**src/hw/pas_defs.svh**
```systemverilog
`ifndef PAS_DEFS_SVH
`define PAS_DEFS_SVH

// register byte addresses (sub-address index times four)
`define PAS_IDX_VCS 8'h20
`define PAS_IDX_RPC 8'h23
`define PAS_IDX_PVC 8'h24
`define PAS_IDX_STAT 8'h30
`define PAS_ADDR_VCS 10'h080
`define PAS_ADDR_RPC 10'h08C
`define PAS_ADDR_PVC 10'h090
`define PAS_ADDR_STAT 10'h0C0

// writable masks, reserved bits are dropped
`define PAS_VCS_MASK 24'h3FFF03
`define PAS_RPC_MASK 24'hF8FFFF

// reset values
`define PAS_VCS_RST 24'h000000
`define PAS_RPC_RST 24'h000000
`define PAS_PVC_RST 24'h000000

// field positions
`define PAS_MODE_FAST 14
`define PAS_MODE_RSVD 15

// bus responses
`define PAS_RESP_OKAY 2'h0
`define PAS_RESP_SLVERR 2'h2

`endif

```
**src/hw/pas_pkg.sv**
```systemverilog
package pas_pkg;

    // per-vertex source code
    typedef enum logic [1:0] {
        PAS_SRC_NEW = 2'h0,
        PAS_SRC_PREV_A = 2'h1,
        PAS_SRC_PREV_B = 2'h2,
        PAS_SRC_PREV_C = 2'h3
    } pas_src_t;

    // sources of the three vertices for one cycle
    typedef struct packed {
        pas_src_t a;
        pas_src_t b;
        pas_src_t c;
    } pas_reuse_t;

    // vertex cycle setting fields
    typedef struct packed {
        logic [1:0] rsvd_hi;
        pas_reuse_t even_cycle_vertex_reuse;
        logic [7:0] render_mode;
        logic [5:0] rsvd_lo;
        logic index_width_32;
        logic index_mode;
    } pas_vcs_t;

    // raster primitive control fields
    typedef struct packed {
        logic tri_point_near_clip_dis;
        logic w_clip_dis;
        logic fix_vout_compare_dis;
        logic fix_temp_diff_dis;
        logic fix_idle_dis;
        logic [2:0] rsvd;
        logic draw_last_pixel;
        logic [2:0] shading;
        logic [2:0] edge_flag;
        logic cull_ccw;
        logic back_face_colour_ccw;
        logic [1:0] cw_render_type;
        logic two_sided_render_type_enable;
        logic [3:0] primitive_render_type;
    } pas_rpc_t;

    // resolved render kind
    typedef enum logic [2:0] {
        PAS_KIND_POINT = 3'h0,
        PAS_KIND_LINE = 3'h1,
        PAS_KIND_TRI = 3'h2,
        PAS_KIND_RECT = 3'h3,
        PAS_KIND_TRI_WIRE = 3'h4,
        PAS_KIND_TRI_POINT = 3'h5,
        PAS_KIND_NONE = 3'h7
    } pas_kind_t;

    // shading selection
    typedef enum logic [2:0] {
        PAS_SHADE_SOLID = 3'h0,
        PAS_SHADE_FLAT_A = 3'h1,
        PAS_SHADE_FLAT_B = 3'h2,
        PAS_SHADE_FLAT_C = 3'h3,
        PAS_SHADE_GOURAUD = 3'h4
    } pas_shade_t;

    // vertex walk states
    typedef enum logic [2:0] {
        PAS_ST_IDLE = 3'b001,
        PAS_ST_RUN = 3'b010,
        PAS_ST_DONE = 3'b100
    } pas_state_t;

endpackage

```
**src/hw/pas_top.sv**
```systemverilog
// Register access over AXI4-Lite was chosen for this implementation.
`timescale 1ns/10ps
`include "pas_defs.svh"

module pas_top
    import pas_pkg::*;
(
    input wire logic I_MCLK,
    input wire logic I_RST_N,
    // axi4-lite slave
    input wire logic [9:0] I_AWADDR,
    input wire logic I_AWVALID,
    output logic O_AWREADY,
    input wire logic [31:0] I_WDATA,
    input wire logic [3:0] I_WSTRB,
    input wire logic I_WVALID,
    output logic O_WREADY,
    output logic [1:0] O_BRESP,
    output logic O_BVALID,
    input wire logic I_BREADY,
    input wire logic [9:0] I_ARADDR,
    input wire logic I_ARVALID,
    output logic O_ARREADY,
    output logic [31:0] O_RDATA,
    output logic [1:0] O_RRESP,
    output logic O_RVALID,
    input wire logic I_RREADY,
    // vertex stream side
    input wire logic I_START,
    input wire logic I_VTX_TAKEN,
    input wire logic I_CCW,
    output logic O_BUSY,
    output logic O_VTX_STEP,
    output logic O_LIST_DONE,
    output logic [5:0] O_REUSE,
    output logic O_INDEX_32,
    output logic O_INDEX_MODE,
    output logic O_CLIP_NEAR_TRI_POINT,
    output logic O_CLIP_W0,
    output logic [2:0] O_FIX_ENABLE,
    output logic O_DRAW_LAST_PIXEL,
    output logic [2:0] O_SHADING,
    output logic [2:0] O_EDGE_ENABLE,
    output logic O_CULLED,
    output logic O_USE_BACK_COLOUR,
    output logic [2:0] O_RENDER_KIND,
    output logic O_CFG_ERROR
);

    //--------------------------------------------------------------
    // decode helpers
    //--------------------------------------------------------------

    // map the 4-bit primitive type to a render kind
    function automatic pas_kind_t kind_of_type(input logic [3:0] t);
        case (t)
            4'h0: kind_of_type = PAS_KIND_POINT;
            4'h1: kind_of_type = PAS_KIND_LINE;
            4'h2: kind_of_type = PAS_KIND_TRI;
            4'h4: kind_of_type = PAS_KIND_RECT;
            4'h6: kind_of_type = PAS_KIND_TRI_WIRE;
            4'h7: kind_of_type = PAS_KIND_TRI_POINT;
            default: kind_of_type = PAS_KIND_NONE;
        endcase
    endfunction

    // map the clockwise 2-bit field to a render kind
    // code 01 is reserved and decodes to no kind
    function automatic pas_kind_t kind_of_cw(input logic [1:0] t);
        case (t)
            2'h0: kind_of_cw = PAS_KIND_TRI;
            2'h2: kind_of_cw = PAS_KIND_TRI_WIRE;
            2'h3: kind_of_cw = PAS_KIND_TRI_POINT;
            default: kind_of_cw = PAS_KIND_NONE;
        endcase
    endfunction

    // true for the triangle family of kinds
    function automatic logic is_tri(input pas_kind_t k);
        is_tri = (k == PAS_KIND_TRI) || (k == PAS_KIND_TRI_WIRE) ||
                 (k == PAS_KIND_TRI_POINT);
    endfunction

    // merge a write word under byte strobes and a writable mask
    // the top byte lane is ignored, registers are 24 bits wide
    function automatic logic [23:0] merge(input logic [23:0] old,
                                          input logic [31:0] d,
                                          input logic [3:0] s,
                                          input logic [23:0] m);
        logic [23:0] be;
        be = {{8{s[2]}}, {8{s[1]}}, {8{s[0]}}} & m;
        merge = (old & ~be) | (d[23:0] & be);
    endfunction

    //--------------------------------------------------------------
    // register bus
    //--------------------------------------------------------------

    pas_vcs_t vcs;
    pas_rpc_t rpc;
    logic [23:0] pvc;
    logic aw_held;
    logic w_held;
    logic [9:0] aw_addr;
    logic [31:0] w_data;
    logic [3:0] w_strb;
    pas_state_t state;
    logic [23:0] remaining;
    logic odd_cycle;
    logic wr_fire;

    // a write completes once both halves are held and no answer waits
    assign wr_fire = aw_held && w_held && !O_BVALID;

    // write address and data are latched in either order
    // readies stay low while a response is still pending
    always_ff @(posedge I_MCLK) begin
        if (!I_RST_N) begin
            aw_held <= 1'b0;
            w_held <= 1'b0;
            aw_addr <= 10'h000;
            w_data <= 32'h00000000;
            w_strb <= 4'h0;
            O_AWREADY <= 1'b0;
            O_WREADY <= 1'b0;
        end else begin
            O_AWREADY <= !aw_held && !O_AWREADY && !wr_fire &&
                         !O_BVALID;
            O_WREADY <= !w_held && !O_WREADY && !wr_fire &&
                        !O_BVALID;
            if (I_AWVALID && O_AWREADY) begin
                aw_held <= 1'b1;
                aw_addr <= I_AWADDR;
                O_AWREADY <= 1'b0;
            end else if (wr_fire) begin
                aw_held <= 1'b0;
            end
            if (I_WVALID && O_WREADY) begin
                w_held <= 1'b1;
                w_data <= I_WDATA;
                w_strb <= I_WSTRB;
                O_WREADY <= 1'b0;
            end else if (wr_fire) begin
                w_held <= 1'b0;
            end
        end
    end

    // write response, unmapped addresses answer slverr
    // the response waits until both halves of the write are held
    always_ff @(posedge I_MCLK) begin
        if (!I_RST_N) begin
            O_BVALID <= 1'b0;
            O_BRESP <= `PAS_RESP_OKAY;
        end else if (wr_fire) begin
            O_BVALID <= 1'b1;
            case (aw_addr)
                `PAS_ADDR_VCS, `PAS_ADDR_RPC, `PAS_ADDR_PVC,
                `PAS_ADDR_STAT: O_BRESP <= `PAS_RESP_OKAY;
                default: O_BRESP <= `PAS_RESP_SLVERR;
            endcase
        end else if (O_BVALID && I_BREADY) begin
            O_BVALID <= 1'b0;
        end
    end

    // setting registers, reserved bits never stored
    // reserved sub-addresses fall through without effect
    always_ff @(posedge I_MCLK) begin
        if (!I_RST_N) begin
            vcs <= `PAS_VCS_RST;
            rpc <= `PAS_RPC_RST;
            pvc <= `PAS_PVC_RST;
        end else if (wr_fire) begin
            case (aw_addr)
                `PAS_ADDR_VCS: vcs <= merge(vcs, w_data, w_strb,
                                            `PAS_VCS_MASK);
                `PAS_ADDR_RPC: rpc <= merge(rpc, w_data, w_strb,
                                            `PAS_RPC_MASK);
                `PAS_ADDR_PVC: pvc <= merge(pvc, w_data, w_strb,
                                            24'hFFFFFF);
                default: ;
            endcase
        end
    end

    // read channel: settings are write-only, status is readable
    // any other address answers slverr with zero data
    always_ff @(posedge I_MCLK) begin
        if (!I_RST_N) begin
            O_ARREADY <= 1'b0;
            O_RVALID <= 1'b0;
            O_RDATA <= 32'h00000000;
            O_RRESP <= `PAS_RESP_OKAY;
        end else begin
            O_ARREADY <= !O_RVALID && !O_ARREADY;
            if (I_ARVALID && O_ARREADY) begin
                O_ARREADY <= 1'b0;
                O_RVALID <= 1'b1;
                if (I_ARADDR == `PAS_ADDR_STAT) begin
                    O_RDATA <= {5'h00, state, remaining};
                    O_RRESP <= `PAS_RESP_OKAY;
                end else begin
                    O_RDATA <= 32'h00000000;
                    O_RRESP <= `PAS_RESP_SLVERR;
                end
            end else if (O_RVALID && I_RREADY) begin
                O_RVALID <= 1'b0;
            end
        end
    end

    //--------------------------------------------------------------
    // vertex walk
    //--------------------------------------------------------------

    logic fast_mode;
    pas_reuse_t cur_reuse;
    pas_state_t next_state;

    assign fast_mode = vcs.render_mode[`PAS_MODE_FAST - 8];

    // pick this cycle's vertex sources
    // full and reserved modes fall back to all-new vertices
    always_comb begin
        if (vcs.render_mode[`PAS_MODE_RSVD - 8] &&
            !fast_mode) begin
            cur_reuse = 6'h00;
        end else if (!fast_mode) begin
            cur_reuse = 6'h00;
        end else if (odd_cycle) begin
            cur_reuse = vcs.render_mode[5:0];
        end else begin
            cur_reuse = vcs.even_cycle_vertex_reuse;
        end
    end

    // next state of the walk
    // a zero vertex count never leaves idle
    always_comb begin
        case (state)
            PAS_ST_IDLE: next_state = (I_START && pvc != 24'h000000) ?
                                      PAS_ST_RUN : PAS_ST_IDLE;
            PAS_ST_RUN: next_state = (I_VTX_TAKEN &&
                                      remaining == 24'h000001) ?
                                     PAS_ST_DONE : PAS_ST_RUN;
            PAS_ST_DONE: next_state = PAS_ST_IDLE;
            default: next_state = PAS_ST_IDLE;
        endcase
    end

    // state, vertex countdown and odd/even tracking
    // every start restarts on an odd cycle
    always_ff @(posedge I_MCLK) begin
        if (!I_RST_N) begin
            state <= PAS_ST_IDLE;
            remaining <= 24'h000000;
            odd_cycle <= 1'b1;
        end else begin
            state <= next_state;
            if (state == PAS_ST_IDLE && I_START) begin
                remaining <= pvc;
                odd_cycle <= 1'b1;
            end else if (state == PAS_ST_RUN && I_VTX_TAKEN) begin
                remaining <= remaining - 24'h000001;
                odd_cycle <= !odd_cycle;
            end
        end
    end

    // walk outputs
    // busy and done follow the next state so they land with it
    always_ff @(posedge I_MCLK) begin
        if (!I_RST_N) begin
            O_BUSY <= 1'b0;
            O_VTX_STEP <= 1'b0;
            O_LIST_DONE <= 1'b0;
            O_REUSE <= 6'h00;
        end else begin
            O_BUSY <= (next_state == PAS_ST_RUN);
            O_VTX_STEP <= (state == PAS_ST_RUN) && I_VTX_TAKEN;
            O_LIST_DONE <= (next_state == PAS_ST_DONE);
            O_REUSE <= cur_reuse;
        end
    end

    //--------------------------------------------------------------
    // raster control decode
    //--------------------------------------------------------------

    pas_kind_t kind;
    pas_kind_t base_kind;

    assign base_kind = kind_of_type(rpc.primitive_render_type);

    // two-sided selection applies only to triangle kinds
    // clockwise triangles then take the separate type field
    always_comb begin
        if (rpc.two_sided_render_type_enable && is_tri(base_kind) &&
            !I_CCW) begin
            kind = kind_of_cw(rpc.cw_render_type);
        end else begin
            kind = base_kind;
        end
    end

    // static controls
    // shading codes above gouraud fall back to solid
    always_ff @(posedge I_MCLK) begin
        if (!I_RST_N) begin
            O_INDEX_32 <= 1'b0;
            O_INDEX_MODE <= 1'b0;
            O_CLIP_NEAR_TRI_POINT <= 1'b1;
            O_CLIP_W0 <= 1'b1;
            O_FIX_ENABLE <= 3'h7;
            O_DRAW_LAST_PIXEL <= 1'b0;
            O_SHADING <= PAS_SHADE_SOLID;
            O_EDGE_ENABLE <= 3'h0;
        end else begin
            O_INDEX_32 <= vcs.index_width_32;
            O_INDEX_MODE <= vcs.index_mode;
            O_CLIP_NEAR_TRI_POINT <= !rpc.tri_point_near_clip_dis;
            O_CLIP_W0 <= !rpc.w_clip_dis;
            O_FIX_ENABLE <= ~{rpc.fix_vout_compare_dis,
                              rpc.fix_temp_diff_dis,
                              rpc.fix_idle_dis};
            O_DRAW_LAST_PIXEL <= rpc.draw_last_pixel &&
                                 (kind == PAS_KIND_LINE);
            O_SHADING <= (rpc.shading > 3'h4) ? PAS_SHADE_SOLID :
                         rpc.shading;
            O_EDGE_ENABLE <= rpc.edge_flag;
        end
    end

    // winding dependent controls and error flag
    // the winding input is registered with the decoded kind
    always_ff @(posedge I_MCLK) begin
        if (!I_RST_N) begin
            O_CULLED <= 1'b0;
            O_USE_BACK_COLOUR <= 1'b0;
            O_RENDER_KIND <= PAS_KIND_NONE;
            O_CFG_ERROR <= 1'b0;
        end else begin
            O_CULLED <= (I_CCW == rpc.cull_ccw);
            O_USE_BACK_COLOUR <= (I_CCW == rpc.back_face_colour_ccw);
            O_RENDER_KIND <= kind;
            O_CFG_ERROR <= (kind == PAS_KIND_NONE) ||
                           (vcs.render_mode[7:6] == 2'h2) ||
                           (!fast_mode &&
                            vcs.render_mode != 8'h00);
        end
    end

endmodule

```
**config.mk**
```make
export PLATFORM = sky130hd
export DESIGN_NAME = pas_top
export DESIGN_NICKNAME = d
export VERILOG_FILES = /design/src/hw/pas_pkg.sv /design/src/hw/pas_top.sv
export VERILOG_INCLUDE_DIRS = /design/src /design/src/hw
export SDC_FILE = /design/constraint.sdc
export NUM_CORES = 1
export LEC_CHECK = 0
export ABC_AREA = 1
export BUFFER_PORTS_ARGS = -buffer_cell sky130_fd_sc_hd__buf_2
export CAP_MARGIN = 10
export CELL_PAD_IN_SITES_DETAIL_PLACEMENT = 1
export CELL_PAD_IN_SITES_GLOBAL_PLACEMENT = 2
export CORE_MARGIN = 2
export CORE_UTILIZATION = 31
export CTS_CLUSTER_SIZE = 40
export DETAILED_ROUTE_END_ITERATION = 8
export HOLD_SLACK_MARGIN = 0.12
export MAX_ROUTING_LAYER = met4
export PLACE_DENSITY = 0.76
export SYNTH_ARGS = -nofsm -noshare
export SYNTH_HDL_FRONTEND = slang
export SYNTH_SLANG_ARGS = --single-unit
```
**constraint.sdc**
```tcl
create_clock -name I_MCLK -period 2 [get_ports I_MCLK]
set_clock_uncertainty 0.15 [all_clocks]
set_input_delay 0.6 -clock I_MCLK [delete_from_list [all_inputs] [get_ports I_MCLK]]
set_output_delay 0.6 -clock I_MCLK [all_outputs]
set_load 0.005 [all_outputs]
```
* Word level (Yosys, flattened, before mapping)
Index checks and enable logic that the tools add are counted.
** Storage, ports and cells
- Register bits :: 209
- Input port bits :: 66
- Output and inout port bits :: 70
- Word-level logic and storage cells :: 175
** Cells by class
- Add/sub/neg operators :: 1
- $lt $le $gt $ge :: 1
- Eq/ne operators :: 25
- Multiplexer cells :: 19
- Bitwise gates (word level) :: 15
- Reduce and logical (&&, ||, !) cells :: 59
** Operators by type and width (count)
- AND 24 bit :: 5
- bitwise OR 24 bit :: 3
- equality test 10 x 8 -> 1 bit (second input constant) :: 5
- 2-to-1 mux 24 bit :: 2
- inverter 24 bit :: 2
- 2-to-1 mux 27 bit :: 1
- AND 24 x 22 -> 24 bit :: 1
- equality test 24 x 1 -> 1 bit (second input constant) :: 1
- inverter 22 -> 24 bit :: 1
- nonzero test 24 bit :: 1
- subtractor 24 x 1 -> 24 bit (second input constant) :: 1
- logical AND 1 bit :: 23
- case mux 3 bit (6 select lines) :: 1
- logical NOT 1 bit :: 13
- equality test 3 bit (second input constant) :: 4
- equality test 4 x 3 -> 1 bit (second input constant) :: 3
- nonzero test 2 bit :: 5
- OR reduction 2 bit :: 5
- equality test 3 x 2 -> 1 bit (second input constant) :: 3
- case mux 3 bit (3 select lines) :: 1
- nonzero test 8 bit :: 1
- 2-to-1 mux 1 bit :: 7
- equality test 2 bit (second input constant) :: 3
- equality test 3 x 1 -> 1 bit (second input constant) :: 2
- other kinds (16) :: 26

* Longest topological paths before layout
Gate-level depths: netlist of run 1.
- Word-level depth :: 11
- Gate-level depth with buffers :: 9
- Depth with buffers taken out :: 9

* Worst setup path before layout of run 1
OpenSTA, ideal clock, no wires.
- Path type :: input to register
- Start point :: input I_ARADDR[1]
- End point :: register O_RDATA[7]
- Setup time :: 0.070 ns
- Arrival :: 1.552 ns
- Required time :: 1.780 ns
- Setup slack :: 0.227 ns
- Stages :: 7
- Buffers on the path :: 2
- Cell sequence :: or2_2 > nor3_1 > and2_1 > buf_4 > buf_6 > nand2_1 > a21oi_1
** Between the ends
- Longest elaborated chain between the ends :: 2
** RTL lines
- from (decl) :: RTL line pas_top.sv:21 : input wire logic [9:0] I_ARADDR,
- equality test 10 x 8 -> 1 bit (no line)
- 2-to-1 mux 27 bit :: RTL line pas_top.sv:200 : if (I_ARADDR == `PAS_ADDR_STAT) begin
- to (signal assigned) :: RTL line pas_top.sv:201 : O_RDATA <= {5'h00, state, remaining};
- to (decl) :: RTL line pas_top.sv:24 : output logic [31:0] O_RDATA,
Every way passes these cells.
A chain may end at the register's enable or synchronous reset.

==> results of run 1 <==
[area by class of cell]
cell class / count / share of cell area
well taps: 324 / 0.0427
repair buffers: 154 / 0.101
inverters: 139 / 0.0549
clock inverters: 14 / 0.0154
clock buffers: 18 / 0.0463
multi-input cells: 702 / 0.337
flip-flops and latches: 191 / 0.403
[cell usage after synthesis (all sizes together)]
library cell,count
or2,3
dfxtp,191
ha,2
nor3,11
nor2,190
xor2,11
a211oi,1
nor4,4
nand3,31
and2,1
a21oi,86
nand4,19
nand2,206
buf,17
o211ai,2
o21ai,105
a31oi,4
o22ai,15
o221ai,2
clkbuf,32
nand3b,2
conb,1
inv,139
[power breakdown]
part / switching [mW] / internal, mW
registers: 0.0733 / 3.87
clock network: 1.65 / 1.80
logic: 0.244 / 0.158
[cell usage in the layout (no fill, tap or decap), types with 15 or more instances in the layout]
cell,n
o22ai_1,15
o21ai_1,19
clkbuf_16,17
inv_1,137
dfxtp_1,191
a21oi_1,86
nand2_1,206
nor2_1,184
buf_4,27
nand4_1,19
nand3_1,28
buf_2,119
o21ai_0,86
[final timing paths]
| path | end | slack, ns | cells after the start |
|---|---|---|---|
| min | O_CLIP_W0 | 0.25 | 1 |
| max | flop | 0.15 | 7 |
| max reg2reg | flop | 0.15 | 7 |
| min reg2reg | O_CLIP_W0 | 0.25 | 1 |
[cells by family after synthesis]
| group | Yosys count | share of synthesized area |
|---|---|---|
| XOR/XNOR | 11 | 0.0124 |
| other | 1 | 0.000482 |
| AO/OA/AOI/OAI | 215 | 0.143 |
| flip-flops | 191 | 0.492 |
| buffers and inverters | 188 | 0.100 |
| adder cells (fa/ha/maj) | 2 | 0.00322 |
| AND/OR/NAND/NOR | 467 | 0.249 |
[routing by layer]
layer	up-vias	track usage	routed length, um
met3	20	0.0272	910
met4	0	0.0531	269
li1	3658	-	-
met2	133	0.284	9980
met1	3244	0.250	11500
met5	-	-	0
[stage by stage]
step	cells	power (mW)	instance area, um2
after detailed placement	1510	4.45	8900
after global placement	1510	4.44	8900
final	1542	7.79	9500
after CTS	1542	7.91	9490
after global routing	1542	8.12	9500
after floorplan	1081	4.25	7800
[worst max-delay path, stage by stage (launching register included)]
cell and delay, ns:
dfxtp_1 0.33, inv_1 0.05, or2_4 0.24, nor3_4 0.29, nand3_2 0.09, buf_4 0.21, o21ai_0 0.29, nor2_1 0.07
==> results_dict.tcl, run 1 <==
set metrics [dict create \
    synthToLayoutAreaGrowth_pct 22.1 \
    hp-class "flop to flop" \
    worst_slack_ns 0.148 \
    p_leak_nw 4.25 \
    yosys_warnings 0 \
    ir_drop_mv 0.481 \
    die_h_um 162 \
    core_region_area_um2 24500 \
    max_freq_mhz 540 \
    dr.pass1.iters 4 \
    layout-drive-gt1-share 0.166 \
    post_cts_buffers 0 \
    cap_violations 0 \
    num_rows 57 \
    crit_start "aw_addr[4]" \
    initial_core_util 0.318 \
    gr-usage-all-layers 0.184 \
    cts_buffers 17 \
    cts.sinks 191 \
    vias_per_cell 4.58 \
    cts_tree "yes" \
    root_buffer "clkbuf_16" \
    utilization 0.388 \
    num-fill-cells 3099 \
    fin_crit_ns 1.85 \
    grt_pass1_vias 7028 \
    ctsHoldBuffers 0 \
    cp-end-kind "flop" \
    register_area_um2 3820 \
    ys_types 33 \
    ys_top_cells_by_area "dfxtp_1 49%, nand2_1 9.9%, nor2_1 9.0%" \
    critPathLaunchType "flop" \
    drc 0 \
    postSynthCellCount 1075 \
    cts.repair.resized 0 \
    worstPathMaxFanout 16 \
    critPathKind "flop to flop" \
    synth_top_area_frac 0.492 \
    antennaDiodeCount 0 \
    drv_slew 0 \
    clkLatencyLatePin_ns 0.44 \
    dp_hpwl_mm 16.7 \
    grt_max_degree 63 \
    finalHoldViolCount 0 \
    power_density_nw_per_um2 821 \
    outcome "finished, final reports clean" \
    pre_cts_ws_ns 0.0347 \
    routed_wl_mm 22.7 \
    clkTransAtPathRegs_ns 0.08 \
    setup_violations 0 \
    die_x_um 162 \
    grt_antenna_before_repair 0 \
    yosysTopAreaCell "dfxtp_1" \
    antenna_left 0 \
    cp.required_ns 2.17 \
    rsz0062_at_grt "no" \
    portBuffers 119 \
    multi_input_area_um2 3200 \
    timing.final.crit_share 0.926 \
    grt_pass1_wl_mm 37.1 \
    syn_avg_cell_area_um2 7.23 \
    finalSetupTns_ns 0 \
    seq_area_frac_synth 0.492 \
    io_pins 136 \
    r2r_start "aw_addr[4]" \
    drtIter0Drc 292 \
    synth_area_um2 7770 \
    fin_nets 1273 \
    clk_path_buf_depth 2 \
    yosys_register_bits 191 \
    cts-htree-levels 4 \
    die_area_um2 26400 \
    crit_arrival_ns 2.02 \
    routed-via-count 7055 \
    holdWs_ns 0.251 \
    gr-total-overflow 0 \
    wl_per_cell_um 14.7 \
    finalWeightedCongestion 0.802 \
]
Note: power is estimated with default switching activity, not from simulation.
==> inputs of run 2 (changes only) <==
--- a/config.mk
+++ b/config.mk
@@ -12,12 +12,12 @@
 export CELL_PAD_IN_SITES_DETAIL_PLACEMENT = 1
 export CELL_PAD_IN_SITES_GLOBAL_PLACEMENT = 2
 export CORE_MARGIN = 2
-export CORE_UTILIZATION = 31
+export CORE_UTILIZATION = 28
 export CTS_CLUSTER_SIZE = 40
 export DETAILED_ROUTE_END_ITERATION = 8
 export HOLD_SLACK_MARGIN = 0.12
 export MAX_ROUTING_LAYER = met4
-export PLACE_DENSITY = 0.76
+export PLACE_DENSITY = 0.72
 export SYNTH_ARGS = -nofsm -noshare
 export SYNTH_HDL_FRONTEND = slang
 export SYNTH_SLANG_ARGS = --single-unit
==> constraint.sdc (replaced) <==
create_clock -name I_MCLK -period 1.5 [get_ports I_MCLK]
set_clock_uncertainty 0.15 [all_clocks]
set_input_delay 0.45 -clock I_MCLK [delete_from_list [all_inputs] [get_ports I_MCLK]]
set_output_delay 0.45 -clock I_MCLK [all_outputs]
set_load 0.005 [all_outputs]
==> results_dict.tcl, run 2 (synthesis gave the netlist of run 1 again) <==
set metrics [dict create \
    wl_met2_mm 11.8 \
    die_area_um2 29100 \
    num_rows 60 \
    routed-via-count 7655 \
    clkLatencyLatePin_ns 0.44 \
    drt-met1-wl_mm 12.3 \
    dp_cells 1645 \
    grt_max_degree 55 \
    worst_slack_ns -0.174 \
    grt_antenna_before_repair 0 \
    drv_slew 0 \
    cts_buffers 17 \
    fin_crit_ns 1.67 \
    rsz0062_at_grt "yes" \
    final_common_cell "nand2_1" \
    io_pins 136 \
    cts.sinks 191 \
    root_buffer "clkbuf_16" \
    layout-drive-gt1-share 0.389 \
    worstPathMaxFanout 7 \
    die_h_um 171 \
    fin_nets 1394 \
    clk_path_buf_depth 2 \
    pre_cts_ws_ns -0.241 \
    utilization 0.428 \
    cap_violations 0 \
    initial_core_util 0.287 \
    drc 0 \
    clkTransAtPathRegs_ns 0.08 \
    grt_pass1_vias 7695 \
    num-fill-cells 3278 \
    dr_wl_met3_um 753 \
    layoutNonFillerInstCount 1711 \
    timing.final.crit_share 1.12 \
    drtIter0Drc 305 \
    critPathKind "flop to flop" \
    cts-htree-levels 4 \
    dr.pass1.iters 4 \
    cp.required_ns 1.68 \
    p_leak_nw 5.15 \
    portBuffers 119 \
    crit_arrival_ns 1.85 \
    postPlaceCellArea_um2 9660 \
    routed.top_layer "met4" \
    antennaDiodeCount 0 \
    max_freq_mhz 597 \
    cts_tree "yes" \
    gr-total-overflow 0 \
    setup_violations 60 \
    gr-usage-all-layers 0.177 \
    reg2reg_slack_ns -0.17 \
    hp-class "primary input to flop" \
    fin_area_um2 11600 \
    dp_hpwl_mm 17.9 \
    power_density_nw_per_um2 894 \
    finalSetupTns_ns -5.04 \
    mostFrequentLayoutCells "175 x nand2_1, 146 x nor2_1, 133 x dfxtp_1" \
    vias_per_cell 4.47 \
    wl_per_cell_um 14.7 \
    violations "negative setup slack" \
    critPathLaunchType "flop" \
    finalHoldViolCount 0 \
    outcome "finished, violations left" \
    synthToLayoutAreaGrowth_pct 49.2 \
    routed_wl_mm 25.2 \
    grt_pass1_wl_mm 39.5 \
    cp-end-kind "flop" \
    core_region_area_um2 27100 \
    die_x_um 171 \
    finalWeightedCongestion 0.778 \
    antenna_left 0 \
    ir_drop_mv 0.595 \
]
run 2: area by class of cell:
cell class / count / area (um2) / area share
clock buffer: 18 / 429 / 0.0370
clock inverter: 14 / 121 / 0.0105
inverter: 139 / 532 / 0.0458
multi-input combinational: 702 / 3940 / 0.340
sequential: 191 / 3910 / 0.337
tap: 372 / 465 / 0.0401
timing repair buffer: 275 / 2210 / 0.190
run 2: final timing paths:
path / start / end / cells past startpoint
worst min-delay path: I_AWADDR[0] / aw_addr[0] / 3
worst max-delay path: aw_addr[4] / flop / 8
worst max register to register: aw_addr[4] / flop / 8
worst min register to register: flop / O_FIX_ENABLE[1] / 1
run 2: what timing repair did:
action                                  in CTS  in global routing
gates cloned                                 3                  1
endpoints found under the setup margin     105                158
buffers inserted                            11                  9
pin swaps                                   25                 48
gates resized for setup                    122                192
endpoints found under the hold margin       12                  0
hold buffers                                12                  0
run 2: metrics by stage:
step	power [mW]	hold WS (ns)
after detailed placement	6.00	0.224
after global placement	5.99	0.222
final	10.4	0.132
after floorplan	5.67	0.208
after global routing	10.8	0.134
after CTS	10.5	0.123
run 2: power breakdown:
group | total [mW] | switching [mW] | internal, mW | leakage (nW)
clock network | 4.39 | 2.21 | 2.19 | 0.260
logic | 0.706 | 0.383 | 0.323 | 3.31
registers | 5.27 | 0.113 | 5.16 | 1.57
run 2: critical path: stages (launching register included):
cell and delay, ns:
dfxtp_2 0.34, inv_2 0.04, or2_4 0.24, nor3_4 0.15, buf_12 0.14, nand3_4 0.15
buf_12 0.19, o21ai_2 0.12, nor2_1 0.05
run 2: metal layers:
| layer | vias up | global-route usage |
|---|---|---|
| met4 | 0 | 0.0461 |
| met5 | - | - |
| met2 | 131 | 0.282 |
| met1 | 3581 | 0.236 |
| met3 | 19 | 0.0236 |
| li1 | 3924 | - |
==> inputs of run 3 (changes only) <==
--- a/config.mk
+++ b/config.mk
@@ -13,7 +13,6 @@
 export CELL_PAD_IN_SITES_GLOBAL_PLACEMENT = 2
 export CORE_MARGIN = 2
 export CORE_UTILIZATION = 28
-export CTS_CLUSTER_SIZE = 40
 export DETAILED_ROUTE_END_ITERATION = 8
 export HOLD_SLACK_MARGIN = 0.12
 export MAX_ROUTING_LAYER = met4
==> constraint.sdc (replaced) <==
create_clock -name I_MCLK -period 1.5 [get_ports I_MCLK]
set_clock_uncertainty 0.15 [all_clocks]
set_input_delay 0.15 -clock I_MCLK [delete_from_list [all_inputs] [get_ports I_MCLK]]
set_output_delay 0.15 -clock I_MCLK [all_outputs]
set_load 0.005 [all_outputs]
==> results_dict.tcl, run 3 (synthesis gave the netlist of run 1 again) <==
set metrics [dict create \
    violations "negative setup slack" \
    fin_nets 1425 \
    utilization 0.436 \
    initial_core_util 0.287 \
    grt_antenna_before_repair 0 \
    die_area_um2 29100 \
    drc 0 \
    grt_pass1_wl_mm 40.1 \
    drtIter0Drc 283 \
    p_leak_nw 5.22 \
    fin_crit_ns 1.61 \
    max_freq_mhz 620 \
    antenna_left 0 \
    clkLatencyLatePin_ns 0.45 \
    die_h_um 171 \
    reg2regPathDepth 9 \
    finalWeightedCongestion 0.808 \
    die_x_um 171 \
    setup_violations 64 \
    finalHoldViolCount 0 \
    postPlaceCellArea_um2 9490 \
    antennaDiodeCount 0 \
    power_density_nw_per_um2 905 \
    r2r_start "aw_addr[7]" \
    clkTransAtPathRegs_ns 0.08 \
    num-fill-cells 3277 \
    mostFrequentLayoutCells "178 x nand2_1, 167 x dfxtp_1, 145 x nor2_1" \
    finalSetupTns_ns -3.85 \
    use_met3 0.0278 \
    hp-class "primary input to flop" \
    clk_path_buf_depth 2 \
    cap_violations 0 \
    vias_per_cell 4.44 \
    drv_slew 0 \
    layout-drive-gt1-share 0.357 \
    reg2reg_slack_ns -0.11 \
    cts_tree "yes" \
    io_pins 136 \
    synthToLayoutAreaGrowth_pct 52.1 \
    outcome "finished, violations left" \
    gr-usage-all-layers 0.181 \
    grt_busiest_layer "met2" \
    fin_area_um2 11800 \
    core_region_area_um2 27100 \
    critPathLaunchType "flop" \
    ir_drop_mv 0.536 \
    critPathKind "flop to flop" \
    grt_max_degree 50 \
    portBuffers 119 \
    dr.pass1.iters 4 \
    crit_arrival_ns 1.80 \
    routed_wl_mm 26.5 \
    wl_per_cell_um 15.2 \
    rsz0062_at_grt "yes" \
    cp.required_ns 1.69 \
    grt_pass1_vias 7704 \
    cp-end-kind "flop" \
    cts.sinks 191 \
    dp_hpwl_mm 18.0 \
    grtUsageMet1 0.237 \
    timing.final.crit_share 1.07 \
    cts_buffers 17 \
    crit_start "aw_addr[7]" \
    num_rows 60 \
    worstPathMaxFanout 8 \
    use_met2 0.295 \
    cts-htree-levels 4 \
    final_common_cell "nand2_1" \
    root_buffer "clkbuf_16" \
    worst_slack_ns -0.112 \
    routed-via-count 7742 \
    gr-total-overflow 0 \
]
run 3: final cells by class:
cell class                 count  area, um2  share of cell area
inverter                     139        537              0.0454
timing repair buffer         306       2390               0.202
multi-input combinational    702       3970               0.336
clock buffer                  18        429              0.0363
clock inverter                14        169              0.0143
sequential                   191       3860               0.326
tap                          372        465              0.0393
run 3: power breakdown:
part / total (mW) / internal, mW / switching [mW]
combinational: 0.747 / 0.350 / 0.397
sequential: 5.28 / 5.16 / 0.119
clock: 4.67 / 2.39 / 2.28
total: 10.7 / 7.90 / 2.80
run 3: worst min-delay path by stage:
stage	slack [ns]	end	from	cells past startpoint
after floorplan	0.16	O_RVALID	I_RREADY	3
after global placement	0.22	O_CLIP_W0	flop	1
after detailed placement	0.22	O_CLIP_W0	flop	1
after CTS	0.15	O_RDATA[22]	I_ARADDR[8]	6
after global routing	0.16	O_RDATA[14]	I_ARADDR[9]	6
final	0.14	O_RDATA[16]	I_ARADDR[8]	6
run 3: layer usage:
metal | wire (um) | vias to the layer above
met5 | 0 | -
met4 | 289 | 0
met3 | 742 | 18
met2 | 12700 | 115
met1 | 12800 | 3631
li1 | - | 3978
run 3: worst max-delay path: stages (launching register included):
cell	delay, ns
dfxtp_2	0.33
inv_2	0.04
nor2_2	0.14
nand2_2	0.09
nor3_4	0.17
buf_6	0.14
nand3_4	0.11
buf_8	0.18
o21ai_4	0.11
nor2_1	0.05
run 3: per-stage QoR:
stage               setup WS [ns]  instances  hold slack [ns]  power (mW)
floorplan                 -0.0280       1081            0.159        5.67
detailed placement         -0.226       1633            0.224        5.96
global placement           -0.178       1633            0.222        5.96
CTS                        -0.101       1720            0.151        10.8
finish                     -0.112       1742            0.139        10.7
global route               -0.208       1742            0.162        11.2
run 3: repair_timing:
item                                   in CTS  in global routing
pin swaps                                  26                 68
cloned                                      3                  5
hold buffers                               46                  0
endpoints found under the hold margin     134                  0
setup endpoints to repair                  89                127
gates resized for setup                   140                183
setup buffers                               7                 18
